<file path="src/hdl/bridge_pkg.sv">
// Shared constants and types of the half-bridge interlock and delay timer
package bridge_pkg;
   localparam int          DEAD_W         = 8;
   localparam int          CNT_W          = 16;
   localparam int          SYNC_STAGES    = 3;
   localparam logic [7:0]  DEAD_ZERO      = 8'h00;
   localparam logic [15:0] CNT_ZERO       = 16'h0000;
   localparam logic [15:0] CNT_MAX        = 16'hffff;
   // Comparator idles high with the stage off; avoids a false edge on release
   localparam logic [2:0]  SYNC_RESET     = 3'h7;

   typedef enum {
      ST_OFF,
      ST_HS_ON,
      ST_LS_ON,
      ST_WAIT_LS,
      ST_WAIT_HS
   } bridge_state_e;

   typedef enum {
      TM_IDLE,
      TM_ON_RUN,
      TM_OFF_RUN
   } timer_state_e;

   typedef struct packed {
      logic [15:0] count;
      logic        switch_on;
      logic        busy;
      logic        valid;
   } delay_result_s;
endpackage : bridge_pkg

</file>
<file path="src/hdl/switching_delay_timer.sv">
// Switch-on and switch-off latency timer
`timescale 1ns/1ps
module switching_delay_timer (
   input  wire logic                   clk_i,
   input  wire logic                   reset_i,
   input  wire logic                   pwm_channel_control_i,
   input  wire logic                   compare_stable_i,
   input  wire logic                   compare_change_i,
   output bridge_pkg::delay_result_s   result_o
);
   bridge_pkg::timer_state_e state_q;
   logic                     ctrl_q;
   logic [15:0]              count_q;
   logic                     switch_on_q;
   logic                     valid_q;
   logic                     ctrl_rise;
   logic                     ctrl_fall;
   logic                     stop_on;
   logic                     stop_off;

   assign ctrl_rise = pwm_channel_control_i & ~ctrl_q;
   assign ctrl_fall = ~pwm_channel_control_i & ctrl_q;
   // Comparator is the end marker in both directions
   assign stop_on  = compare_change_i & ~compare_stable_i;
   assign stop_off = compare_change_i & compare_stable_i;

   always_ff @(posedge clk_i) begin
      if (reset_i) begin
         ctrl_q <= 1'b0;
      end else begin
         ctrl_q <= pwm_channel_control_i;
      end
   end

   // A new control edge restarts the measurement, aborting one in flight
   always_ff @(posedge clk_i) begin
      if (reset_i) begin
         state_q     <= bridge_pkg::TM_IDLE;
         count_q     <= bridge_pkg::CNT_ZERO;
         switch_on_q <= 1'b0;
         valid_q     <= 1'b0;
      end else if (ctrl_rise) begin
         state_q     <= bridge_pkg::TM_ON_RUN;
         count_q     <= bridge_pkg::CNT_ZERO;
         switch_on_q <= 1'b1;
         valid_q     <= 1'b0;
      end else if (ctrl_fall) begin
         state_q     <= bridge_pkg::TM_OFF_RUN;
         count_q     <= bridge_pkg::CNT_ZERO;
         switch_on_q <= 1'b0;
         valid_q     <= 1'b0;
      end else begin
         case (state_q)
            bridge_pkg::TM_ON_RUN,
            bridge_pkg::TM_OFF_RUN: begin
               if ((state_q == bridge_pkg::TM_ON_RUN && stop_on) ||
                   (state_q == bridge_pkg::TM_OFF_RUN && stop_off)) begin
                  state_q <= bridge_pkg::TM_IDLE;
                  valid_q <= 1'b1;
               end else if (count_q != bridge_pkg::CNT_MAX) begin
                  // Saturates rather than wrapping on a missing stop
                  count_q <= count_q + 16'h0001;
               end
            end
            bridge_pkg::TM_IDLE: begin
               state_q <= bridge_pkg::TM_IDLE;
            end
            default: begin
               state_q <= bridge_pkg::TM_IDLE;
            end
         endcase
      end
   end

   // One driver for the whole struct
   assign result_o = {count_q,
                      switch_on_q,
                      state_q != bridge_pkg::TM_IDLE,
                      valid_q};

   a_timer_starts: assert property (
      @(posedge clk_i) disable iff (reset_i)
      ctrl_rise |=> (state_q == bridge_pkg::TM_ON_RUN) && count_q == 16'h0000
      && switch_on_q)
      else $error("Timer did not start on control rise");
   a_timer_holds: assert property (
      @(posedge clk_i) disable iff (reset_i)
      (valid_q && !ctrl_rise && !ctrl_fall) |=> $stable(count_q))
      else $error("Final count changed before next start");
   a_timer_stops: assert property (
      @(posedge clk_i) disable iff (reset_i)
      (state_q == bridge_pkg::TM_OFF_RUN && stop_off && !ctrl_rise
      && !ctrl_fall) |=> valid_q && !switch_on_q)
      else $error("Switch-off measurement did not stop");
   a_timer_on_stops: assert property (
      @(posedge clk_i) disable iff (reset_i)
      (state_q == bridge_pkg::TM_ON_RUN && stop_on && !ctrl_rise
      && !ctrl_fall) |=> valid_q && switch_on_q)
      else $error("Switch-on measurement did not stop");
endmodule : switching_delay_timer

</file>
<file path="src/hdl/bridge_interlock.sv">
// Half-bridge cross-conduction interlock with switching delay measurement
// Operation
// - Low-side turn-on right after high-side off waits the cross-conduction time.
// - After that time the gated low-side on signal goes to the driver.
// - High-side fast discharge is asserted while low-side is held back.
// - After protection ends the parallel discharge path is enabled.
// - Driver switches on when the channel control goes low to high; the gates here follow the on requests, the control only starts the timer.
// - Driver switches off when the channel control goes high to low; the gates here follow the on requests, the control only starts the timer.
// - Switch-on timing starts on the control rising edge.
// - Switch-on timing stops on the comparator falling edge.
// - Switch-off timing starts on the control falling edge.
// - Switch-off timing stops on the comparator rising edge.
// - The comparator output marks the end of every measurement.
// - Cross-conduction time comes from a user programmable dead counter.
// - Gated low-side on is the low request masked by the interlock.
`timescale 1ns/1ps
module bridge_interlock #(
   parameter int DEAD_W = bridge_pkg::DEAD_W
) (
   input  wire logic                 clk_i,
   input  wire logic                 reset_i,
   input  wire logic                 high_side_on_request_i,
   input  wire logic                 low_side_on_request_i,
   input  wire logic [DEAD_W-1:0]    dead_time_cycles_i,
   input  wire logic                 pwm_channel_control_i,
   input  wire logic                 drain_source_compare_out_i,
   output logic                      high_side_on_gated_o,
   output logic                      low_side_on_gated_o,
   output logic                      high_side_fast_discharge_o,
   output logic                      low_side_fast_discharge_o,
   output logic                      high_side_parallel_discharge_o,
   output logic                      low_side_parallel_discharge_o,
   output bridge_pkg::delay_result_s switching_delay_timer_o
);
   bridge_pkg::bridge_state_e state_q;
   bridge_pkg::bridge_state_e state_d;
   logic [DEAD_W-1:0]         dead_q;
   logic [DEAD_W-1:0]         dead_d;
   logic [2:0]                sync_q;
   logic                      cmp_stable_q;
   logic                      cmp_change;
   logic                      hs_req;
   logic                      ls_req;
   bridge_pkg::delay_result_s timer_res;
   logic [DEAD_W:0]           wait_len_q;
   logic [DEAD_W-1:0]         wait_load_q;

   assign hs_req = high_side_on_request_i;
   assign ls_req = low_side_on_request_i;

   // Off-going side always passes a wait state so the dead counter runs
   always_comb begin
      state_d = state_q;
      dead_d  = dead_q;
      if (dead_q != '0) begin
         dead_d = dead_q - DEAD_W'(1);
      end
      case (state_q)
         bridge_pkg::ST_OFF: begin
            if (hs_req && !ls_req) begin
               state_d = bridge_pkg::ST_HS_ON;
            end else if (ls_req && !hs_req) begin
               state_d = bridge_pkg::ST_LS_ON;
            end
         end
         bridge_pkg::ST_HS_ON: begin
            if (!hs_req) begin
               state_d = bridge_pkg::ST_WAIT_LS;
               dead_d  = dead_time_cycles_i;
            end
         end
         bridge_pkg::ST_LS_ON: begin
            if (!ls_req) begin
               state_d = bridge_pkg::ST_WAIT_HS;
               dead_d  = dead_time_cycles_i;
            end
         end
         bridge_pkg::ST_WAIT_LS: begin
            if (dead_q == '0) begin
               state_d = (ls_req && !hs_req) ? bridge_pkg::ST_LS_ON
                                             : bridge_pkg::ST_OFF;
            end
         end
         bridge_pkg::ST_WAIT_HS: begin
            if (dead_q == '0) begin
               state_d = (hs_req && !ls_req) ? bridge_pkg::ST_HS_ON
                                             : bridge_pkg::ST_OFF;
            end
         end
         default: begin
            state_d = bridge_pkg::ST_OFF;
         end
      endcase
   end

   always_ff @(posedge clk_i) begin
      if (reset_i) begin
         state_q <= bridge_pkg::ST_OFF;
         dead_q  <= '0;
      end else begin
         state_q <= state_d;
         dead_q  <= dead_d;
      end
   end

   // Outputs registered from the next state to keep them glitch free
   always_ff @(posedge clk_i) begin
      if (reset_i) begin
         high_side_on_gated_o       <= 1'b0;
         low_side_on_gated_o        <= 1'b0;
         high_side_fast_discharge_o <= 1'b0;
         low_side_fast_discharge_o  <= 1'b0;
      end else begin
         high_side_on_gated_o <= (state_d == bridge_pkg::ST_HS_ON);
         low_side_on_gated_o  <= (state_d == bridge_pkg::ST_LS_ON);
         high_side_fast_discharge_o <=
            (state_d == bridge_pkg::ST_WAIT_LS) && ls_req;
         low_side_fast_discharge_o  <=
            (state_d == bridge_pkg::ST_WAIT_HS) && hs_req;
      end
   end

   // Parallel path stays on until that side is driven on again
   always_ff @(posedge clk_i) begin
      if (reset_i) begin
         high_side_parallel_discharge_o <= 1'b0;
         low_side_parallel_discharge_o  <= 1'b0;
      end else begin
         if (state_d == bridge_pkg::ST_HS_ON) begin
            high_side_parallel_discharge_o <= 1'b0;
         end else if (state_q == bridge_pkg::ST_WAIT_LS &&
                      state_d != bridge_pkg::ST_WAIT_LS) begin
            high_side_parallel_discharge_o <= 1'b1;
         end
         if (state_d == bridge_pkg::ST_LS_ON) begin
            low_side_parallel_discharge_o <= 1'b0;
         end else if (state_q == bridge_pkg::ST_WAIT_HS &&
                      state_d != bridge_pkg::ST_WAIT_HS) begin
            low_side_parallel_discharge_o <= 1'b1;
         end
      end
   end

   // Comparator is asynchronous; edge accepted once stages two and three agree
   assign cmp_change = (sync_q[1] == sync_q[2]) && (sync_q[2] != cmp_stable_q);

   always_ff @(posedge clk_i) begin
      if (reset_i) begin
         sync_q       <= bridge_pkg::SYNC_RESET;
         cmp_stable_q <= bridge_pkg::SYNC_RESET[2];
      end else begin
         sync_q <= {sync_q[1:0], drain_source_compare_out_i};
         if (cmp_change) begin
            cmp_stable_q <= sync_q[2];
         end
      end
   end

   switching_delay_timer u_timer (
      .clk_i                 (clk_i),
      .reset_i               (reset_i),
      .pwm_channel_control_i (pwm_channel_control_i),
      .compare_stable_i      (sync_q[2]),
      .compare_change_i      (cmp_change),
      .result_o              (timer_res)
   );

   always_ff @(posedge clk_i) begin
      if (reset_i) begin
         switching_delay_timer_o <= '0;
      end else begin
         switching_delay_timer_o <= timer_res;
      end
   end

   // Independent count of wait cycles, so the dead counter's pace is checked
   always_ff @(posedge clk_i) begin
      if (reset_i) begin
         wait_len_q  <= '0;
         wait_load_q <= '0;
      end else if (state_q == bridge_pkg::ST_HS_ON ||
                   state_q == bridge_pkg::ST_LS_ON) begin
         wait_len_q  <= '0;
         wait_load_q <= dead_time_cycles_i;
      end else if (wait_len_q != '1) begin
         wait_len_q <= wait_len_q + 1'b1;
      end
   end

   a_no_cross_on: assert property (
      @(posedge clk_i) disable iff (reset_i)
      !(high_side_on_gated_o && low_side_on_gated_o))
      else $error("Both gates driven on");
   a_ls_held_back: assert property (
      @(posedge clk_i) disable iff (reset_i)
      (state_q == bridge_pkg::ST_HS_ON && !hs_req && ls_req
      && dead_time_cycles_i == 8'h05) |=> !low_side_on_gated_o [*6])
      else $error("Low side released before dead time");
   a_hs_held_back: assert property (
      @(posedge clk_i) disable iff (reset_i)
      (state_q == bridge_pkg::ST_LS_ON && !ls_req && hs_req
      && dead_time_cycles_i == 8'h02) |=> !high_side_on_gated_o [*3])
      else $error("High side released before dead time");
   a_ls_released: assert property (
      @(posedge clk_i) disable iff (reset_i)
      (state_q == bridge_pkg::ST_WAIT_LS && dead_q == '0 && ls_req && !hs_req)
      |=> low_side_on_gated_o)
      else $error("Low side not released after dead time");
   a_hs_released: assert property (
      @(posedge clk_i) disable iff (reset_i)
      (state_q == bridge_pkg::ST_WAIT_HS && dead_q == '0 && hs_req && !ls_req)
      |=> high_side_on_gated_o)
      else $error("High side not released after dead time");
   // Output lags the request by one cycle, so the request must be steady
   a_fast_discharge: assert property (
      @(posedge clk_i) disable iff (reset_i)
      (state_q == bridge_pkg::ST_WAIT_LS && dead_q != '0 && ls_req
      && $past(ls_req)) |-> high_side_fast_discharge_o)
      else $error("Fast discharge missing while held back");
   a_ls_fast_discharge: assert property (
      @(posedge clk_i) disable iff (reset_i)
      (state_q == bridge_pkg::ST_WAIT_HS && dead_q != '0 && hs_req
      && $past(hs_req)) |-> low_side_fast_discharge_o)
      else $error("Low side fast discharge missing while held back");
   // A request dropped mid-wait also ends fast discharge; not the end of wait
   a_parallel_after: assert property (
      @(posedge clk_i) disable iff (reset_i)
      $fell(high_side_fast_discharge_o) && !high_side_on_gated_o
      && state_q != bridge_pkg::ST_WAIT_LS |-> high_side_parallel_discharge_o)
      else $error("Parallel discharge not enabled after protection");
   a_gate_on_rise: assert property (
      @(posedge clk_i) disable iff (reset_i)
      (state_q == bridge_pkg::ST_OFF && hs_req && !ls_req)
      |=> high_side_on_gated_o)
      else $error("Gate not switched on after request rise");
   a_gate_off_fall: assert property (
      @(posedge clk_i) disable iff (reset_i)
      (high_side_on_gated_o && !hs_req) |=> !high_side_on_gated_o)
      else $error("Gate not switched off after request fall");
   a_dead_time_len: assert property (
      @(posedge clk_i) disable iff (reset_i)
      (state_q == bridge_pkg::ST_WAIT_LS ||
       state_q == bridge_pkg::ST_WAIT_HS) && dead_q == '0
      |-> wait_len_q == {1'b0, wait_load_q})
      else $error("Dead time wait has the wrong length");
endmodule : bridge_interlock

</file>
<file path="config.mk">
export PLATFORM = sky130hd
export DESIGN_NAME = bridge_interlock
export DESIGN_NICKNAME = d
export VERILOG_FILES = /design/src/hdl/bridge_pkg.sv /design/src/hdl/switching_delay_timer.sv /design/src/hdl/bridge_interlock.sv
export SDC_FILE = /design/constraint.sdc
export NUM_CORES = 1
export LEC_CHECK = 0
export ABC_AREA = 1
export CAP_MARGIN = 20
export CORE_AREA = 2 2 80 82
export CTS_BUF_LIST = sky130_fd_sc_hd__clkbuf_16
export DETAILED_ROUTE_END_ITERATION = 7
export DIE_AREA = 0 0 82 84
export DONT_BUFFER_PORTS = 1
export PLACE_DENSITY = 0.76
export SYNTH_ARGS = -nofsm -noshare
export SYNTH_HDL_FRONTEND = slang
export SYNTH_SLANG_ARGS = --single-unit
</file>
<file path="constraint.sdc">
create_clock -name clk_i -period 4.6 [get_ports clk_i]
set_input_delay 0.46 -clock clk_i [delete_from_list [all_inputs] [get_ports clk_i]]
set_output_delay 0.46 -clock clk_i [all_outputs]
set_load 0.05 [all_outputs]
</file>
==> metrics.yaml <==
finish:
  final_nets: 503
  design_area_sq_um: 3970
  nFillCells: 514
  final_util: 0.651
  antennaDiodeCount: 0
  multi_input_area_sq_um: 1470
  seqCellArea_sq_um: 1800
  area_growth_pct: 14.5
  layout-drive-gt1-share: 0.0595
clock_network:
  cts.sinks: 90
  cts.path.max_buffers: 2
  cts_tree: "built"
  ctsResizeCount: 0
  post_cts_buffers: 0
  h-tree-depth: 3
  insertion_delay_ns: 0.33
  hold_buffers: 0
  tritoncts.num_buffers: 9
  cts.clk_slew.worst_paths_ns: 0.06
  cts_root_buffer: "clkbuf_16"
global_routing:
  grt_pass1_wl_mm: 11.1
  grt_max_degree: 33
  grt_pass1_vias: 2631
  overflow: 0
  antenna_found_initial: 0
  grt.total_usage: 0.209
yosys:
  syn_area_per_cell_sq_um: 7.72
  synth-xor-area-share: 0.0329
  synthCells: 449
  synth.mux.area_fraction: 0
  ys_seq_area_frac: 0.520
  ys_ff_latch: 90
  synth_area_sq_um: 3470
  synth_warnings: 0
  ys_types: 28
  yosys.area_share.simple: 0.268
  synth_compound_area_frac: 0.0664
  synth_top_family_by_area: "simple AND/OR/NAND/NOR gates"
  yosys.area_share.adder: 0.0253
timing:
  period_share: 0.431
  rsz0062_at_grt: "no"
  worst_slack_ns: 2.62
  setup_viol: 0
  setup-tns-final_ns: 0
  report.final.slew_viol_count: 0
  slew_headroom: 0.637
  max_freq_ghz: 0.505
  worstMarginPinSlew_ns: 0.543
  finalClockSkew_ns: 0.00753
  post-route-min-period_ns: 1.98
  finalHoldViolations: 0
power:
  peakVddDrop_v: 0.000309
  power.switching_mw: 0.519
  clkPwrFrac: 0.404
  power_density_nw_per_um2: 504
  p_leak_nw: 1.72
  combPwrFrac: 0.162
  internal_power_mw: 1.48
  power_mw: 2.00
  seqPwrFrac: 0.434
  switching_share: 0.259
critical_path:
  reg2reg_from: "u_timer.state_q[0]"
  critPathArrivalTime_ns: 2.20
  rrSetupSlack_ns: 2.62
  crit_fanout: 12
  slowest_delay_ns: 0.35
  cp_cell_sequence: "inv_1, ha_1, inv_1, nor2_1, nand2_1, inv_2, nand3_1, o21ai_1, a21oi_1"
  slowest_stage: "dfxtp_1"
  end_kind: "register"
  cpMostUsedCell: "inv_1"
  worstSetupEndpoint: "u_timer.count_q[5]"
  crit_path_start_kind: "register"
  reg2reg_depth: 9
  critPathKind: "reg2reg"
  r2r-end: "u_timer.count_q[5]"
  required_ns: 4.82
  crit_start: "u_timer.state_q[0]"
floorplan:
  rows: 29
  fp.dieW_um: 82
  dieArea_sq_um: 6890
  start_util: 0.569
  die_height_um: 84
  io_pins: 39
  core_sq_um: 6100
routing:
  via_per_inst: 4.94
  first_pass_iters: 5
  wl_mm: 6.54
  postRouteAntennaNets: 0
  vias: 2787
  drt_iter0_drc: 123
  drcViolationCount: 0
  avgRoutedWirePerCell_um: 11.6
worst_hold_path:
  hold_class: "in2reg"
  hp-start: "reset_i"
status:
  status: "complete, no violations"
place:
  gp_congestion: 0.898
  io_buffers: 0
  hpwlAfterDp_mm: 4.62
  pre_cts_slack_ns: 2.64
  placed_area_sq_um: 3640
flow_run:
  max-cap-violations: 0
## power groups by stage
stage | Sequential, mW | Clock, mW | Combinational (mW)
after floorplan | 0.877 | 0 | 0.271
after global placement | 0.882 | 0 | 0.309
after detailed placement | 0.884 | 0 | 0.320
after CTS | 0.867 | 0.819 | 0.322
after global routing | 0.873 | 0.851 | 0.368
final | 0.868 | 0.807 | 0.325
## state kept, by name (all words and copies together) (netlist names)
name	flops
high_side_parallel_discharge_o	1
cmp_stable_q	1
low_side_parallel_discharge_o	1
u_timer.state_q	2
switching_delay_timer_o	19
u_timer.switch_on_q	1
sync_q	3
u_timer.count_q	16
low_side_on_gated_o	1
high_side_fast_discharge_o	1
high_side_on_gated_o	1
dead_q	8
u_timer.ctrl_q	1
u_timer.valid_q	1
low_side_fast_discharge_o	1
state_q	32
## metrics by stage
stage               hold WS, ns  std cells
finish                    0.188        564
floorplan                 0.389        477
global placement          0.397        548
CTS                       0.181        564
detailed placement        0.398        548
global route              0.183        564
## worst min-delay path by stage
stage                                       to  slack [ns]  depth (start not counted)
floorplan                            sync_q[1]        0.39                          1
global route        switching_delay_timer_o[1]        0.18                          1
CTS                 switching_delay_timer_o[1]        0.18                          1
detailed placement                   sync_q[1]        0.40                          1
finish              switching_delay_timer_o[1]        0.19                          1
global placement                     sync_q[1]        0.40                          1
## critical path, delay by kind of cell (launching register included)
family                   cells  cell delay (ns)
AND/OR/NAND/NOR              3             0.69
buffers and inverters        3             0.36
flip-flops                   1             0.35
adder cells (fa/ha/maj)      1             0.30
AO/OA/AOI/OAI                2             0.18
## placed cells by master, fill, tap and decap left out, types with 3 or more instances in the layout
master / n
nor2_2: 3
inv_2: 4
xor2_1: 13
o21ai_0: 11
o21ai_1: 8
nor4_1: 4
nand2_1: 93
clkinv_1: 3
dfxtp_1: 90
nor3_1: 9
nand4_1: 7
nand3_2: 3
bufinv_16: 3
a21oi_1: 24
ha_1: 7
conb_1: 29
nand3_1: 20
clkbuf_16: 9
nor2_1: 69
inv_1: 68
## cell families (layout without fill, tap and decap cells)
kind of cell / Yosys count / count (layout)
xor gates and xnor gates: 13 / 13
and+or+nand+nor: 215 / 215
other: 1 / 29
AOI/OAI and AO/OA: 45 / 45
DFF: 90 / 90
adders and majority gates: 7 / 7
buffers and inverters: 78 / 88
## cell usage after synthesis
library cell  instances  area [sq um]
o21ai_1               8          40.0
a21oi_1              24           120
inv_2                 4          15.0
dfxtp_1              90          1800
clkinv_1              1          3.75
conb_1                1          3.75
o31ai_1               1          7.51
nand4_1               7          43.8
o21ai_0              11          55.1
inv_1                67           251
nand3_2               3          30.0
clkbuf_1              4          15.0
ha_1                  7          87.6
nor2_4                1          11.3
nand2_1              93           349
nand3_1              20           100
nor3_2                2          20.0
nor3_1                9          45.0
nor4_1                4          25.0
or2_2                 2          12.5
nand2_2               1          6.26
nor2_2                3          18.8
xor2_1               13           114
nor2_1               69           259
a211oi_1              1          7.51
buf_2                 1          5.00
buf_6                 1          11.3
and3_1                1          6.26
## layout make-up
cell class                      instances  share of cell area
Inverter                               72              0.0681
Tap cell                               77              0.0243
Sequential cell                        90               0.454
Clock inverter                          7              0.0274
Clock buffer                            9              0.0567
Multi-Input combinational cell        309               0.370
## per-layer routing
metal,GRT usage,routed length [um],share of wire,up-vias
met3,0.0476,356,0.054,22
li1,-,-,-,1436
met4,0.129,199,0.030,0
met5,0,0,0,-
met1,0.229,2780,0.42,1243
met2,0.356,3210,0.49,86
Note: power is estimated with default switching activity, not from simulation.
